File: config.mk
export PLATFORM = sky130hd
export DESIGN_NAME = sar_adc_ctrl
export DESIGN_NICKNAME = d
export VERILOG_FILES = /design/src/rtl/sar_adc_pkg.sv /design/src/rtl/sar_adc_ctrl.sv
export VERILOG_INCLUDE_DIRS = /design/src /design/src/rtl
export SDC_FILE = /design/constraint.sdc
export NUM_CORES = 1
export LEC_CHECK = 0
export BUFFER_PORTS_ARGS = -buffer_cell sky130_fd_sc_hd__buf_2
export CAP_MARGIN = 20
export CORE_ASPECT_RATIO = 0.7
export CORE_MARGIN = 2
export CORE_UTILIZATION = 53
export CTS_CLUSTER_SIZE = 14
export DETAILED_ROUTE_END_ITERATION = 10
export GPL_TIMING_DRIVEN = 1
export HOLD_SLACK_MARGIN = 0.15
export PLACE_DENSITY = 0.88
export SLEW_MARGIN = 20
export SYNTH_ARGS = -nofsm -noshare
export SYNTH_HDL_FRONTEND = slang
export SYNTH_SLANG_ARGS = --single-unit
export TNS_END_PERCENT = 100
File: constraint.sdc
create_clock -name pclk -period 2.5 [get_ports pclk]
set_clock_uncertainty 0.2 [all_clocks]
set_input_delay 0.125 -clock pclk [delete_from_list [all_inputs] [get_ports pclk]]
set_output_delay 0.125 -clock pclk [all_outputs]
set_load 0.01 [all_outputs]
File: src/rtl/sar_adc_ctrl_params.svh
// Register map, field positions, reset values and counts of the converter.
`ifndef SAR_ADC_CTRL_PARAMS_SVH
`define SAR_ADC_CTRL_PARAMS_SVH

`define OFS_CTRL0      8'h00
`define OFS_CTRL1      8'h04
`define OFS_RES_HIGH   8'h08
`define OFS_RES_LOW    8'h0c
`define OFS_ASEL_LOW   8'h10
`define OFS_ASEL_HIGH  8'h14
`define OFS_STATUS     8'h18
`define OFS_MASK       8'h1c

`define C0_EN          0
`define C0_GO          1
`define C0_CHAN        5:2
`define C0_CLK         7:6
`define C1_FMT         0
`define C1_VPOS        1
`define C1_VNEG        2
`define ST_DONE        0

`define ASEL_LOW_RST   8'hff
`define ASEL_HIGH_RST  6'h3f

`define DIV2_LAST      5'h01
`define DIV8_LAST      5'h07
`define DIV32_LAST     5'h1f

`define SAR_MSB        10'h200
`define TOTAL_TADS     4'hb
`define ABORT_LAST     2'h1

`endif

File: src/rtl/sar_adc_pkg.sv
// Types shared by the converter control logic.
package sar_adc_pkg;
   typedef enum logic [2:0] {st_idle, st_sync, st_hold, st_bits, st_abort}
      conv_state_t;
   typedef enum logic [1:0] {clk_div2, clk_div8, clk_div32, clk_rc}
      conv_clk_t;
endpackage

File: src/rtl/sar_adc_ctrl.sv
// Successive-approximation converter control with an APB register file.
// Notes on behaviour
// - Each conversion yields a 10-bit value by successive approximation, kept readable.
// - The channel field picks which analog input feeds the shared sample-and-hold.
// - Clock select 00, 01, 10 divide the system clock by 2, 8, 32; 11 uses RC.
// - A bit-period resolves one bit; a whole conversion lasts 11 bit-periods.
// - Divided selections come straight from the system clock and track its rate.
// - After go, sync to bit-period, open the hold switch, resolve b9 to b0.
// - At the end load result, clear go, set done flag, reconnect the hold.
// - Completion can request an interrupt that may also wake a sleeping processor.
// - Positive reference is supply or pin; negative is ground or pin.
// - Conversions run only while enabled; setting go starts one.
// - Clearing go mid-conversion keeps the old result and waits 2 bit-periods.
// - The format bit places the result left or right justified.
//
// The implementer's own choices: the register addresses and the APB slave port.
`timescale 1ns/1ps
`include "sar_adc_ctrl_params.svh"

module sar_adc_ctrl
(
   // Clock, reset and clock enable.
   input  wire logic        pclk,
   input  wire logic        presetn,
   input  wire logic        ce,
   // APB slave.
   input  wire logic        psel,
   input  wire logic        penable,
   input  wire logic        pwrite,
   input  wire logic [7:0]  paddr,
   input  wire logic [31:0] pwdata,
   output logic             pready,
   output logic [31:0]      prdata,
   output logic             pslverr,
   // Analog front end.
   input  wire logic        rc_osc_tick,
   input  wire logic        comp_above,
   output logic [3:0]       chan_sel,
   output logic             hold_connect,
   output logic [9:0]       trial_code,
   output logic             vref_pos_ext,
   output logic             vref_neg_ext,
   output logic [13:0]      analog_pin_sel,
   // Interrupt and wake request.
   output logic             irq
);
   import sar_adc_pkg::*;

   logic        en_q, go_q, fmt_q, vpos_q, vneg_q, done_q, mask_q;
   logic        cap_q, irq_q, pready_q, pslverr_q;
   logic [3:0]  chan_q, tad_q;
   logic [7:0]  asel_lo_q;
   logic [5:0]  asel_hi_q;
   logic [9:0]  result_q, trial_q, bit_q;
   logic [4:0]  div_q;
   logic [1:0]  abort_q;
   logic [31:0] prdata_q;
   conv_clk_t   clksel_q;
   conv_state_t state_q, state_d;

   function automatic logic [4:0] div_last(input conv_clk_t sel);
      case (sel)
         clk_div2:  div_last = `DIV2_LAST;
         clk_div8:  div_last = `DIV8_LAST;
         default:   div_last = `DIV32_LAST;
      endcase
   endfunction

   // Bus decode.
   wire setup    = psel & ~penable;
   wire wr_acc   = psel & penable & pwrite & pready_q;
   wire hit_c0   = paddr == `OFS_CTRL0;
   wire hit_c1   = paddr == `OFS_CTRL1;
   wire hit_rhi  = paddr == `OFS_RES_HIGH;
   wire hit_rlo  = paddr == `OFS_RES_LOW;
   wire hit_alo  = paddr == `OFS_ASEL_LOW;
   wire hit_ahi  = paddr == `OFS_ASEL_HIGH;
   wire hit_st   = paddr == `OFS_STATUS;
   wire hit_mk   = paddr == `OFS_MASK;
   wire unmapped = ~(hit_c0 | hit_c1 | hit_rhi | hit_rlo | hit_alo |
                     hit_ahi | hit_st | hit_mk);
   wire wr_ctrl0 = wr_acc & hit_c0;
   wire wr_ctrl1 = wr_acc & hit_c1;
   wire wr_stat  = wr_acc & hit_st;

   // Result pair as software sees it.
   wire [7:0] res_hi_v = fmt_q ? {6'h00, result_q[9:8]} : result_q[9:2];
   wire [7:0] res_lo_v = fmt_q ? result_q[7:0] : {result_q[1:0], 6'h00};
   wire [7:0] c0_v     = {clksel_q, chan_q, go_q, en_q};
   wire [7:0] c1_v     = {5'h00, vneg_q, vpos_q, fmt_q};
   wire [7:0] rd_byte  = hit_c0  ? c0_v :
                         hit_c1  ? c1_v :
                         hit_rhi ? res_hi_v :
                         hit_rlo ? res_lo_v :
                         hit_alo ? asel_lo_q :
                         hit_ahi ? {2'h0, asel_hi_q} :
                         hit_st  ? {7'h00, done_q} :
                         hit_mk  ? {7'h00, mask_q} : 8'h00;

   // Bit-period tick from the divider or the RC oscillator.
   wire [4:0] last     = div_last(clksel_q);
   wire       div_wrap = div_q >= last;
   wire       tick     = ce & ((clksel_q == clk_rc) ? rc_osc_tick
                                                    : div_wrap);

   // Go flag control; a set always wins over a clear.
   wire run_ok   = go_q & en_q;
   wire go_set   = wr_ctrl0 & pwdata[`C0_GO] & en_q;
   wire go_clr   = wr_ctrl0 & ~pwdata[`C0_GO];
   wire [9:0] trial_keep = comp_above ? trial_q : (trial_q & ~bit_q);
   wire conv_end = (state_q == st_bits) & tick & bit_q[0] & run_ok;
   wire go_d     = ~en_q ? 1'b0 :
                   go_set ? 1'b1 :
                   (conv_end | go_clr) ? 1'b0 : go_q;
   wire done_d   = conv_end |
                   (done_q & ~(wr_stat & pwdata[`ST_DONE]));

   // Conversion sequencer.
   always_comb
   begin
      state_d = state_q;
      case (state_q)
         st_idle:
            if (run_ok)
               state_d = st_sync;
         st_sync:
            if (!run_ok)
               state_d = st_idle;
            else if (tick)
               state_d = st_hold;
         st_hold:
            if (!run_ok)
               state_d = st_abort;
            else if (tick)
               state_d = st_bits;
         st_bits:
            if (!run_ok)
               state_d = st_abort;
            else if (tick && bit_q[0])
               state_d = st_idle;
         st_abort:
            if (tick && abort_q == `ABORT_LAST)
               state_d = st_idle;
         default:
            state_d = st_idle;
      endcase
   end

   always_ff @(posedge pclk or negedge presetn)
   begin
      if (!presetn)
      begin
         state_q <= st_idle;
         div_q   <= 5'h00;
         abort_q <= 2'h0;
         tad_q   <= 4'h0;
         cap_q   <= 1'b1;
         trial_q <= 10'h000;
         bit_q   <= 10'h000;
         result_q <= 10'h000;
      end
      else if (ce)
      begin
         state_q <= state_d;
         div_q   <= div_wrap ? 5'h00 : div_q + 5'h01;
         if (state_q == st_sync && state_d == st_hold)
         begin
            cap_q   <= 1'b0;
            trial_q <= `SAR_MSB;
            bit_q   <= `SAR_MSB;
            tad_q   <= 4'h1;
         end
         else if (state_q == st_hold && state_d == st_bits)
            tad_q <= tad_q + 4'h1;
         else if (state_q == st_bits && state_d == st_bits && tick)
         begin
            trial_q <= trial_keep | (bit_q >> 1);
            bit_q   <= bit_q >> 1;
            tad_q   <= tad_q + 4'h1;
         end
         if (conv_end)
         begin
            result_q <= trial_keep;
            cap_q    <= 1'b1;
         end
         if (state_q != st_abort)
            abort_q <= 2'h0;
         else if (tick)
            abort_q <= abort_q + 2'h1;
         if (state_q == st_abort && state_d == st_idle)
            cap_q <= 1'b1;
      end
   end

   // Software registers.
   always_ff @(posedge pclk or negedge presetn)
   begin
      if (!presetn)
      begin
         en_q      <= 1'b0;
         go_q      <= 1'b0;
         chan_q    <= 4'h0;
         clksel_q  <= clk_div2;
         fmt_q     <= 1'b0;
         vpos_q    <= 1'b0;
         vneg_q    <= 1'b0;
         asel_lo_q <= `ASEL_LOW_RST;
         asel_hi_q <= `ASEL_HIGH_RST;
         done_q    <= 1'b0;
         mask_q    <= 1'b0;
      end
      else if (ce)
      begin
         go_q   <= go_d;
         done_q <= done_d;
         if (wr_ctrl0)
         begin
            en_q     <= pwdata[`C0_EN];
            chan_q   <= pwdata[`C0_CHAN];
            clksel_q <= conv_clk_t'(pwdata[`C0_CLK]);
         end
         if (wr_ctrl1)
         begin
            fmt_q  <= pwdata[`C1_FMT];
            vpos_q <= pwdata[`C1_VPOS];
            vneg_q <= pwdata[`C1_VNEG];
         end
         if (wr_acc && hit_alo)
            asel_lo_q <= pwdata[7:0];
         if (wr_acc && hit_ahi)
            asel_hi_q <= pwdata[5:0];
         if (wr_acc && hit_mk)
            mask_q <= pwdata[`ST_DONE];
      end
   end

   // Bus answer and interrupt line.
   always_ff @(posedge pclk or negedge presetn)
   begin
      if (!presetn)
      begin
         pready_q  <= 1'b0;
         prdata_q  <= 32'h0000_0000;
         pslverr_q <= 1'b0;
         irq_q     <= 1'b0;
      end
      else if (ce)
      begin
         pready_q  <= setup;
         pslverr_q <= setup & unmapped;
         if (setup)
            prdata_q <= {24'h00_0000, rd_byte};
         irq_q <= done_q & mask_q;
      end
   end

   assign pready         = pready_q;
   assign prdata         = prdata_q;
   assign pslverr        = pslverr_q;
   assign irq            = irq_q;
   assign chan_sel       = chan_q;
   assign hold_connect   = cap_q;
   assign trial_code     = trial_q;
   assign vref_pos_ext   = vpos_q;
   assign vref_neg_ext   = vneg_q;
   assign analog_pin_sel = {asel_hi_q, asel_lo_q};

   chk_go_ignored: assert property (@(posedge pclk) disable iff (!presetn)
      (!en_q && ce) |=> (!go_q && $stable(result_q)))
      else $error("go set while disabled");
   chk_done_load: assert property (@(posedge pclk) disable iff (!presetn)
      (conv_end && !go_set) |=>
         (!go_q && cap_q && done_q && result_q == $past(trial_keep)))
      else $error("completion effects missing");
   chk_hold_open: assert property (@(posedge pclk) disable iff (!presetn)
      (state_q == st_bits || state_q == st_hold) |-> !cap_q)
      else $error("hold switch closed during conversion");
   chk_tad_count: assert property (@(posedge pclk) disable iff (!presetn)
      conv_end |-> tad_q == `TOTAL_TADS)
      else $error("conversion not eleven bit periods");
   chk_div8_gap: assert property (@(posedge pclk) disable iff (!presetn)
      (tick && clksel_q == clk_div8 && !wr_ctrl0) |=> !tick [*7])
      else $error("divide by eight tick spacing wrong");
   chk_abort_keep: assert property (@(posedge pclk) disable iff (!presetn)
      (state_q == st_abort) |=> $stable(result_q))
      else $error("result changed by abort");
   chk_irq_level: assert property (@(posedge pclk) disable iff (!presetn)
      ce |=> irq_q == $past(done_q & mask_q))
      else $error("interrupt level wrong");
   chk_fmt_right: assert property (@(posedge pclk) disable iff (!presetn)
      (ce && setup && hit_rhi && fmt_q) |=> prdata_q[7:2] == 6'h00)
      else $error("right justified high byte not clear");
   chk_chan_route: assert property (@(posedge pclk) disable iff (!presetn)
      (ce && wr_ctrl0) |=> chan_sel == $past(pwdata[`C0_CHAN]))
      else $error("channel select not routed");

endmodule

==> results of run 1 <==
[power breakdown]
part,internal (mW),total [mW],leakage [nW],switching (mW)
Sequential,1.34,1.40,1.01,0.0588
Combinational,0.146,0.383,1.41,0.238
Clock,0.888,1.44,0.158,0.554
Total,2.37,3.22,2.58,0.850
[what timing repair did]
action / 4_1_cts / 5_1_grt
hold buffers: 21 / 0
setup endpoints to repair: 0 / 22
hold endpoints to repair: 122 / 0
gates resized for setup: 0 / 1
setup buffers: 0 / 1
[sequential cells by signal, indices dropped and copies added (netlist names), 2 cells and up]
register	flops
abort_q	2
asel_hi_q	6
asel_lo_q	8
bit_q	10
chan_sel	4
clksel_q	2
div_q	5
prdata	8
result_q	10
state_q	3
trial_code	10
[critical path, stage by stage]
cell	delay, ps
dlygate4sd3_1	530
buf_2	130
nor3_1	270
and2_1	420
nand4_1	500
mux2_2	450
[per-layer routing]
metal	global-route usage (%)	up-vias	share of wire (%)
met2	42.32	190	48
met5	0	-	0
met1	34.58	1793	42
met3	6.489	24	8.8
met4	9.012	0	1.4
li1	-	1667	-
[worst max-delay path by stage]
| stage | endpoint | slack [ps] | depth (start not counted) |
|---|---|---|---|
| after CTS | trial_code[9] | 90 | 8 |
| after detailed placement | trial_code[9] | 70 | 8 |
| after global placement | bit_q[2] | 190 | 7 |
| final | asel_hi_q[0] | 140 | 6 |
| after global routing | trial_code[9] | 20 | 8 |
| after floorplan | trial_code[6] | 330 | 8 |
[cell families (layout without fill, tap and decap cells)]
group	after synthesis	in the layout	synth area share, %
AO/OA/AOI/OAI	125	125	20.03
AND/OR/NAND/NOR	110	110	13.88
flip-flops	79	79	46.71
buffers and inverters	63	136	8.258
multiplexers	35	35	9.283
adder cells (fa/ha/maj)	6	6	1.757
other	1	24	0.08776
[per-stage QoR]
| stage | hold WS, ps | std cells |
|---|---|---|
| 6_report | 207.3 | 616 |
| 2_1_floorplan | -370.6 | 442 |
| 3_3_place_gp | 130.2 | 578 |
| 4_1_cts | 186.0 | 615 |
| 5_1_grt | 266.3 | 616 |
| 3_5_place_dp | 147.0 | 578 |
[final cells by class]
class	count	area [um^2]
Timing Repair Buffer	99	673.1
Fill cell	591	2621
Multi-Input combinational cell	300	2012
Sequential cell	79	1996
Clock buffer	9	225.2
Tap cell	101	126.4
Clock inverter	7	105.1
Inverter	21	78.83
[placed cells by master, fill, tap and decap left out, drive strengths merged, types with 7 or more instances in the layout]
cell / n
a21bo: 8
a21oi: 23
a22o: 8
buf: 78
clkbuf: 9
conb: 24
dfrtp: 64
dfstp: 15
dlygate4sd3: 21
inv: 23
mux2: 27
mux2i: 7
nand2: 30
nand3: 23
nand4: 8
nor2: 21
o21ai: 44
==> metrics.cfg, run 1 <==
[outcome]
status = complete, no violations

[synth]
ys_ff_latch = 79
ys_async_sr_fraction_pct = 100.0
synthDistinctLibCells = 58
synthTopCellsByCount = dfrtp_1 (64), nand2_1 (30), o21ai_0 (30)
synth-edff-count = 0
netlist_top_cells_area = dfrtp_1 (37%), dfstp_2 (9.2%), mux2_2 (7.1%)
yosysMostFrequentCell = dfrtp_1
seq_area_frac_synth_pct = 46.71
syn_area_um2 = 4273
synth_flop_cell = dfrtp_1
syn-mean-instance-area_um2 = 10.20
yosysTopAreaCellShare_pct = 37.48
yosys.area.top_type = dfrtp_1
netlist_instances = 419
yosysWarnings = 0

[global_route]
grt-ovfl-total = 0
grt_pass1_vias = 3631
antenna_found_initial = 0
grt_max_degree = 80
grt_pass1_wl_mm = 18.06
grt_usage_pct = 26.07

[critical_path]
crit_fanout = 9
cp.arrival_ps = 2430
r2r_start = clksel_q[1]
cp-start-kind = input port
rrSetupSlack_ps = 190
crit_type = in2reg
ff2ff_path_depth = 8
rr_endpoint = trial_code[9]
worstPathRequired_ps = 2570
critPathLaunch = paddr[5]
endpoint_kind = flop

[sta]
tightest_slew_ps = 975.4
finalCritPeriodShare_pct = 94.28
setup_tns_ps = 0
rsz0062_at_grt = false
hold_viol_final = 0
worst_slack_ps = 142.9
slew_headroom_pct = 34.97
drv_slew = 0
min_period_ps = 2357
final-setup-viol-count = 0
fmax_mhz = 424.2

[floorplanning]
initial_core_util_pct = 54.52
core_um2 = 7838
die_y_um = 79.12
num_rows = 27
fp.dieW_um = 111.3
ioPinCount = 114
dieArea_um2 = 8807

[cts]
clk_latency_ps = 340
cts_tree = yes
clk_pin_slew_worst_paths_ps = 60
cts_root_buf = clkbuf_16
clkSinkCount = 79
cts_made_buffers = 9
clk_path_buf_depth = 2
htreeDepth = 3

[route]
num_vias = 3674
avgRoutedWirePerCell_um = 17.93
drc = 0
vias_per_cell = 5.964
drt_iter0_markers = 293
antenna_left = 0
dr.pass1.iters = 6
routed_wl_mm = 11.04

[power]
power.density_nw_per_um2 = 617.3
peakVddDrop_v = 0.0004049
p_leak_nw = 2.580
total_power_mw = 3.220

[min_path]
min_from = paddr[7]
hold_path_end = prdata[4]
min_path_cells = 7
min_path_type = in2reg

[final_layout]
final_nets = 564
stdcell_area_um2 = 5216
final_core_util_pct = 66.55
synthToLayoutAreaGrowth_pct = 22.08
drive_gt1_share_pct = 29.51
n_antenna_cell = 0

[placement]
gp_congestion = 0.9120
pre_cts_ws_ps = 67.09
dp_hpwl_mm = 7.750
dpl_cell_area_um2 = 4667
io_buffers = 65

[flow_run]
cap_violations = 0

No activity file was read; power rests on OpenSTA's default activity.
==> run 2: changes to the inputs <==
--- a/config.mk
+++ b/config.mk
@@ -6,6 +6,7 @@
 export SDC_FILE = /design/constraint.sdc
 export NUM_CORES = 1
 export LEC_CHECK = 0
+export ABC_AREA = 1
 export BUFFER_PORTS_ARGS = -buffer_cell sky130_fd_sc_hd__buf_2
 export CAP_MARGIN = 20
 export CORE_ASPECT_RATIO = 0.7
==> metrics.cfg, run 2 <==
[outcome]
status = complete, no violations

[floorplanning]
core_um2 = 7871  ; +0.43%
num_rows = 27  ; unchanged
ioPinCount = 114  ; unchanged
die_y_um = 79.50  ; +0.47%
fp.dieW_um = 111.9  ; +0.48%
dieArea_um2 = 8892  ; +0.96%
initial_core_util_pct = 54.82  ; +0.31 points

[sta]
drv_slew = 0  ; unchanged
finalHoldWorstSlack_ps = 201.8  ; -5.577 ps
min_period_ps = 2378  ; +21.27 ps
finalCritPeriodShare_pct = 95.14  ; +0.85 points
final-setup-viol-count = 0  ; unchanged
fmax_mhz = 420.5  ; -0.89%
setup_tns_ps = 0  ; unchanged
tightest_slew_ps = 534.2  ; -441.2 ps
slew_headroom_pct = 64.26  ; +29 points
worst_slack_ps = 121.6  ; -21.27 ps
hold_viol_final = 0  ; unchanged

[critical_path]
crit_type = reg2reg
cp_num_buf_inv = 2  ; unchanged
endpoint_kind = flop
cp.arrival_ps = 2430  ; about the same
crit_fanout = 6  ; -3
path_delay_family = simple AND/OR/NAND/NOR gates
cp_slowest_cell = dfrtp_1
rrSetupSlack_ps = 120  ; -70 ps
worstPathRequired_ps = 2550  ; -20 ps
cp-start-kind = flop
slowest_delay_ps = 460  ; -70 ps
worstPathCellList = inv_1, ha_1, a21oi_2, nand4_2, nand3_2, nand4_4, nor2_8, buf_4, nand2_1, o21ai_0

[placement]
pre_cts_ws_ps = 161.2  ; +94.07 ps
io_buffers = 65  ; unchanged
gp_congestion = 0.9885  ; +8.4%
dp_hpwl_mm = 7.462  ; -3.7%

[synth]
synth_xor_area_share_pct = 0.4059  ; +0.41 points
synthTopCellsByCount = nand2_1 (133), dfrtp_1 (64), inv_1 (49)
synth_mux_area_share_pct = 0.2320  ; -9.1 points
yosys.area.top_type = dfrtp_1
synth_compound_area_share_pct = 13.31  ; -6.7 points
ys_ff_latch = 79  ; unchanged
netlist_top_cells_area = dfrtp_1 (37%), nand2_1 (12%), dfstp_2 (9.1%)
yosysMostFrequentCell = nand2_1
syn-mean-instance-area_um2 = 8.478  ; -17%
synth-simple-area-share_pct = 26.59  ; +13 points
synth_flop_cell = dfrtp_1
ys_async_sr_fraction_pct = 100.0  ; unchanged
synthDistinctLibCells = 43  ; -26%
synth_top_family_by_area = simple AND/OR/NAND/NOR gates
synth-adder-area-share_pct = 1.740  ; -0.017 points
synth-edff-count = 0  ; unchanged
yosysTopAreaCellShare_pct = 37.11  ; -0.37 points
netlist_instances = 509  ; +21%
syn_area_um2 = 4315  ; +1.0%
yosysWarnings = 0  ; unchanged
seq_area_frac_synth_pct = 46.25  ; -0.46 points

[cts]
clkSinkCount = 79  ; unchanged
cts_root_buf = clkbuf_16
cts_made_buffers = 9  ; unchanged
cts_tree = yes
clk_pin_slew_worst_paths_ps = 60  ; about the same
clk_path_buf_depth = 2  ; unchanged
clk_latency_ps = 340  ; about the same
htreeDepth = 3  ; unchanged

[global_route]
grt_pass1_wl_mm = 18.00  ; -0.30%
grt-ovfl-total = 0  ; unchanged
grt_max_degree = 80  ; unchanged
grt_pass1_vias = 3740  ; +3.0%
grt_usage_pct = 25.70  ; -0.37 points
antenna_found_initial = 0  ; unchanged

[final_layout]
layout_common_cells = nand2_1 (132), dfrtp_1 (64), buf_2 (64), inv_1 (48), o21ai_0 (35)
fillCellCount = 612  ; +3.6%
final_common_cell = nand2_1
n_antenna_cell = 0  ; unchanged
final_core_util_pct = 66.89  ; +0.33 points
final_nets = 668  ; +18%
drive_gt1_share_pct = 28.43  ; -1.1 points
synthToLayoutAreaGrowth_pct = 22.01  ; about the same

[route]
drc = 0  ; unchanged
antenna_left = 0  ; unchanged
vias_per_cell = 5.490  ; -7.9%
routed_wl_mm = 11.36  ; +2.9%
dr.pass1.iters = 5  ; -1
avgRoutedWirePerCell_um = 15.78  ; -12%
drt_iter0_markers = 335  ; +14%
num_vias = 3953  ; +7.6%

[flow_run]
cap_violations = 0  ; unchanged

[power]
power.density_nw_per_um2 = 601.2  ; -2.6%
p_leak_nw = 2.701  ; +4.7%
peakVddDrop_v = 0.0004678  ; +16%
total_power_mw = 3.165  ; -1.7%

[min_path]
min_path_type = in2reg

==> run 2: cell count changes after synthesis, sizes merged, moves of 8 or more <==
| cell | previous run | this run |
|---|---|---|
| nor2 | 21 | 34 |
| a22o | 8 | 0 |
| mux2 | 27 | 0 |
| o21ai | 44 | 61 |
| a21bo | 8 | 0 |
| inv | 21 | 57 |
| nand2 | 30 | 149 |
==> run 2: per-stage QoR <==
| step | area (um^2) | std cells |
|---|---|---|
| finish | 5265 | 720 |
| global route | 5265 | 720 |
| CTS | 5115 | 705 |
| detailed placement | 4597 | 665 |
| global placement | 4597 | 665 |
| floorplan | 4402 | 532 |
==> run 2: layer usage <==
layer | track usage (%) | wire length [um]
met3 | 9.491 | 1140
met5 | 0 | 0
met2 | 39.88 | 5229
met4 | 6.420 | 156
met1 | 34.48 | 4832
==> run 2: power breakdown <==
part	switching [mW]	leakage (nW)	internal [mW]
registers	0.0589	0.976	1.34
clock network	0.507	0.136	0.724
logic	0.347	1.59	0.186
total	0.913	2.70	2.25
==> run 2: worst paths after layout <==
| check | cells after the start | start | to |
|---|---|---|---|
| min in group asynchronous | 3 | presetn | div_q[2] |
| hold reg to reg | 2 | bit_q[3] | bit_q[2] |
| setup reg to reg | 10 | clksel_q[1] | bit_q[1] |
| max in group asynchronous | 4 | presetn | asel_lo_q[4] |
| hold / removal | 5 | rc_osc_tick | abort_q[0] |
| setup / recovery | 10 | clksel_q[1] | bit_q[1] |
==> run 2: final cells by class <==
| class | count | area, um^2 | area share, % |
|---|---|---|---|
| Sequential cell | 79 | 1996 | 37.90 |
| Clock buffer | 13 | 260.3 | 4.943 |
| Clock inverter | 3 | 17.52 | 0.3327 |
| Tap cell | 101 | 126.4 | 2.400 |
| Timing Repair Buffer | 105 | 703.2 | 13.36 |
| Multi-Input combinational cell | 361 | 1941 | 36.86 |
| Inverter | 58 | 221.5 | 4.206 |
==> run 2: kinds of logic after synthesis <==
logic type,count (synthesis)
AND/OR/NAND/NOR,230
AO/OA/AOI/OAI,97
buffers and inverters,93
flip-flops,79
adder cells (fa/ha/maj),6
XOR/XNOR,2
other,1
multiplexers,1
==> run 2: timing repair <==
item                                    4_1_cts  5_1_grt
gates resized for setup                       0        7
hold endpoints to repair                    118       25
endpoints found under the setup margin        0       22
hold buffers                                 24        1
buffers inserted                              0       12
==> run 2: worst min-delay path, stage by stage <==
cell,delay (ps)
buf_2,110
nor2_2,140
nor2_4,60
nand2_4,160
o31ai_1,90
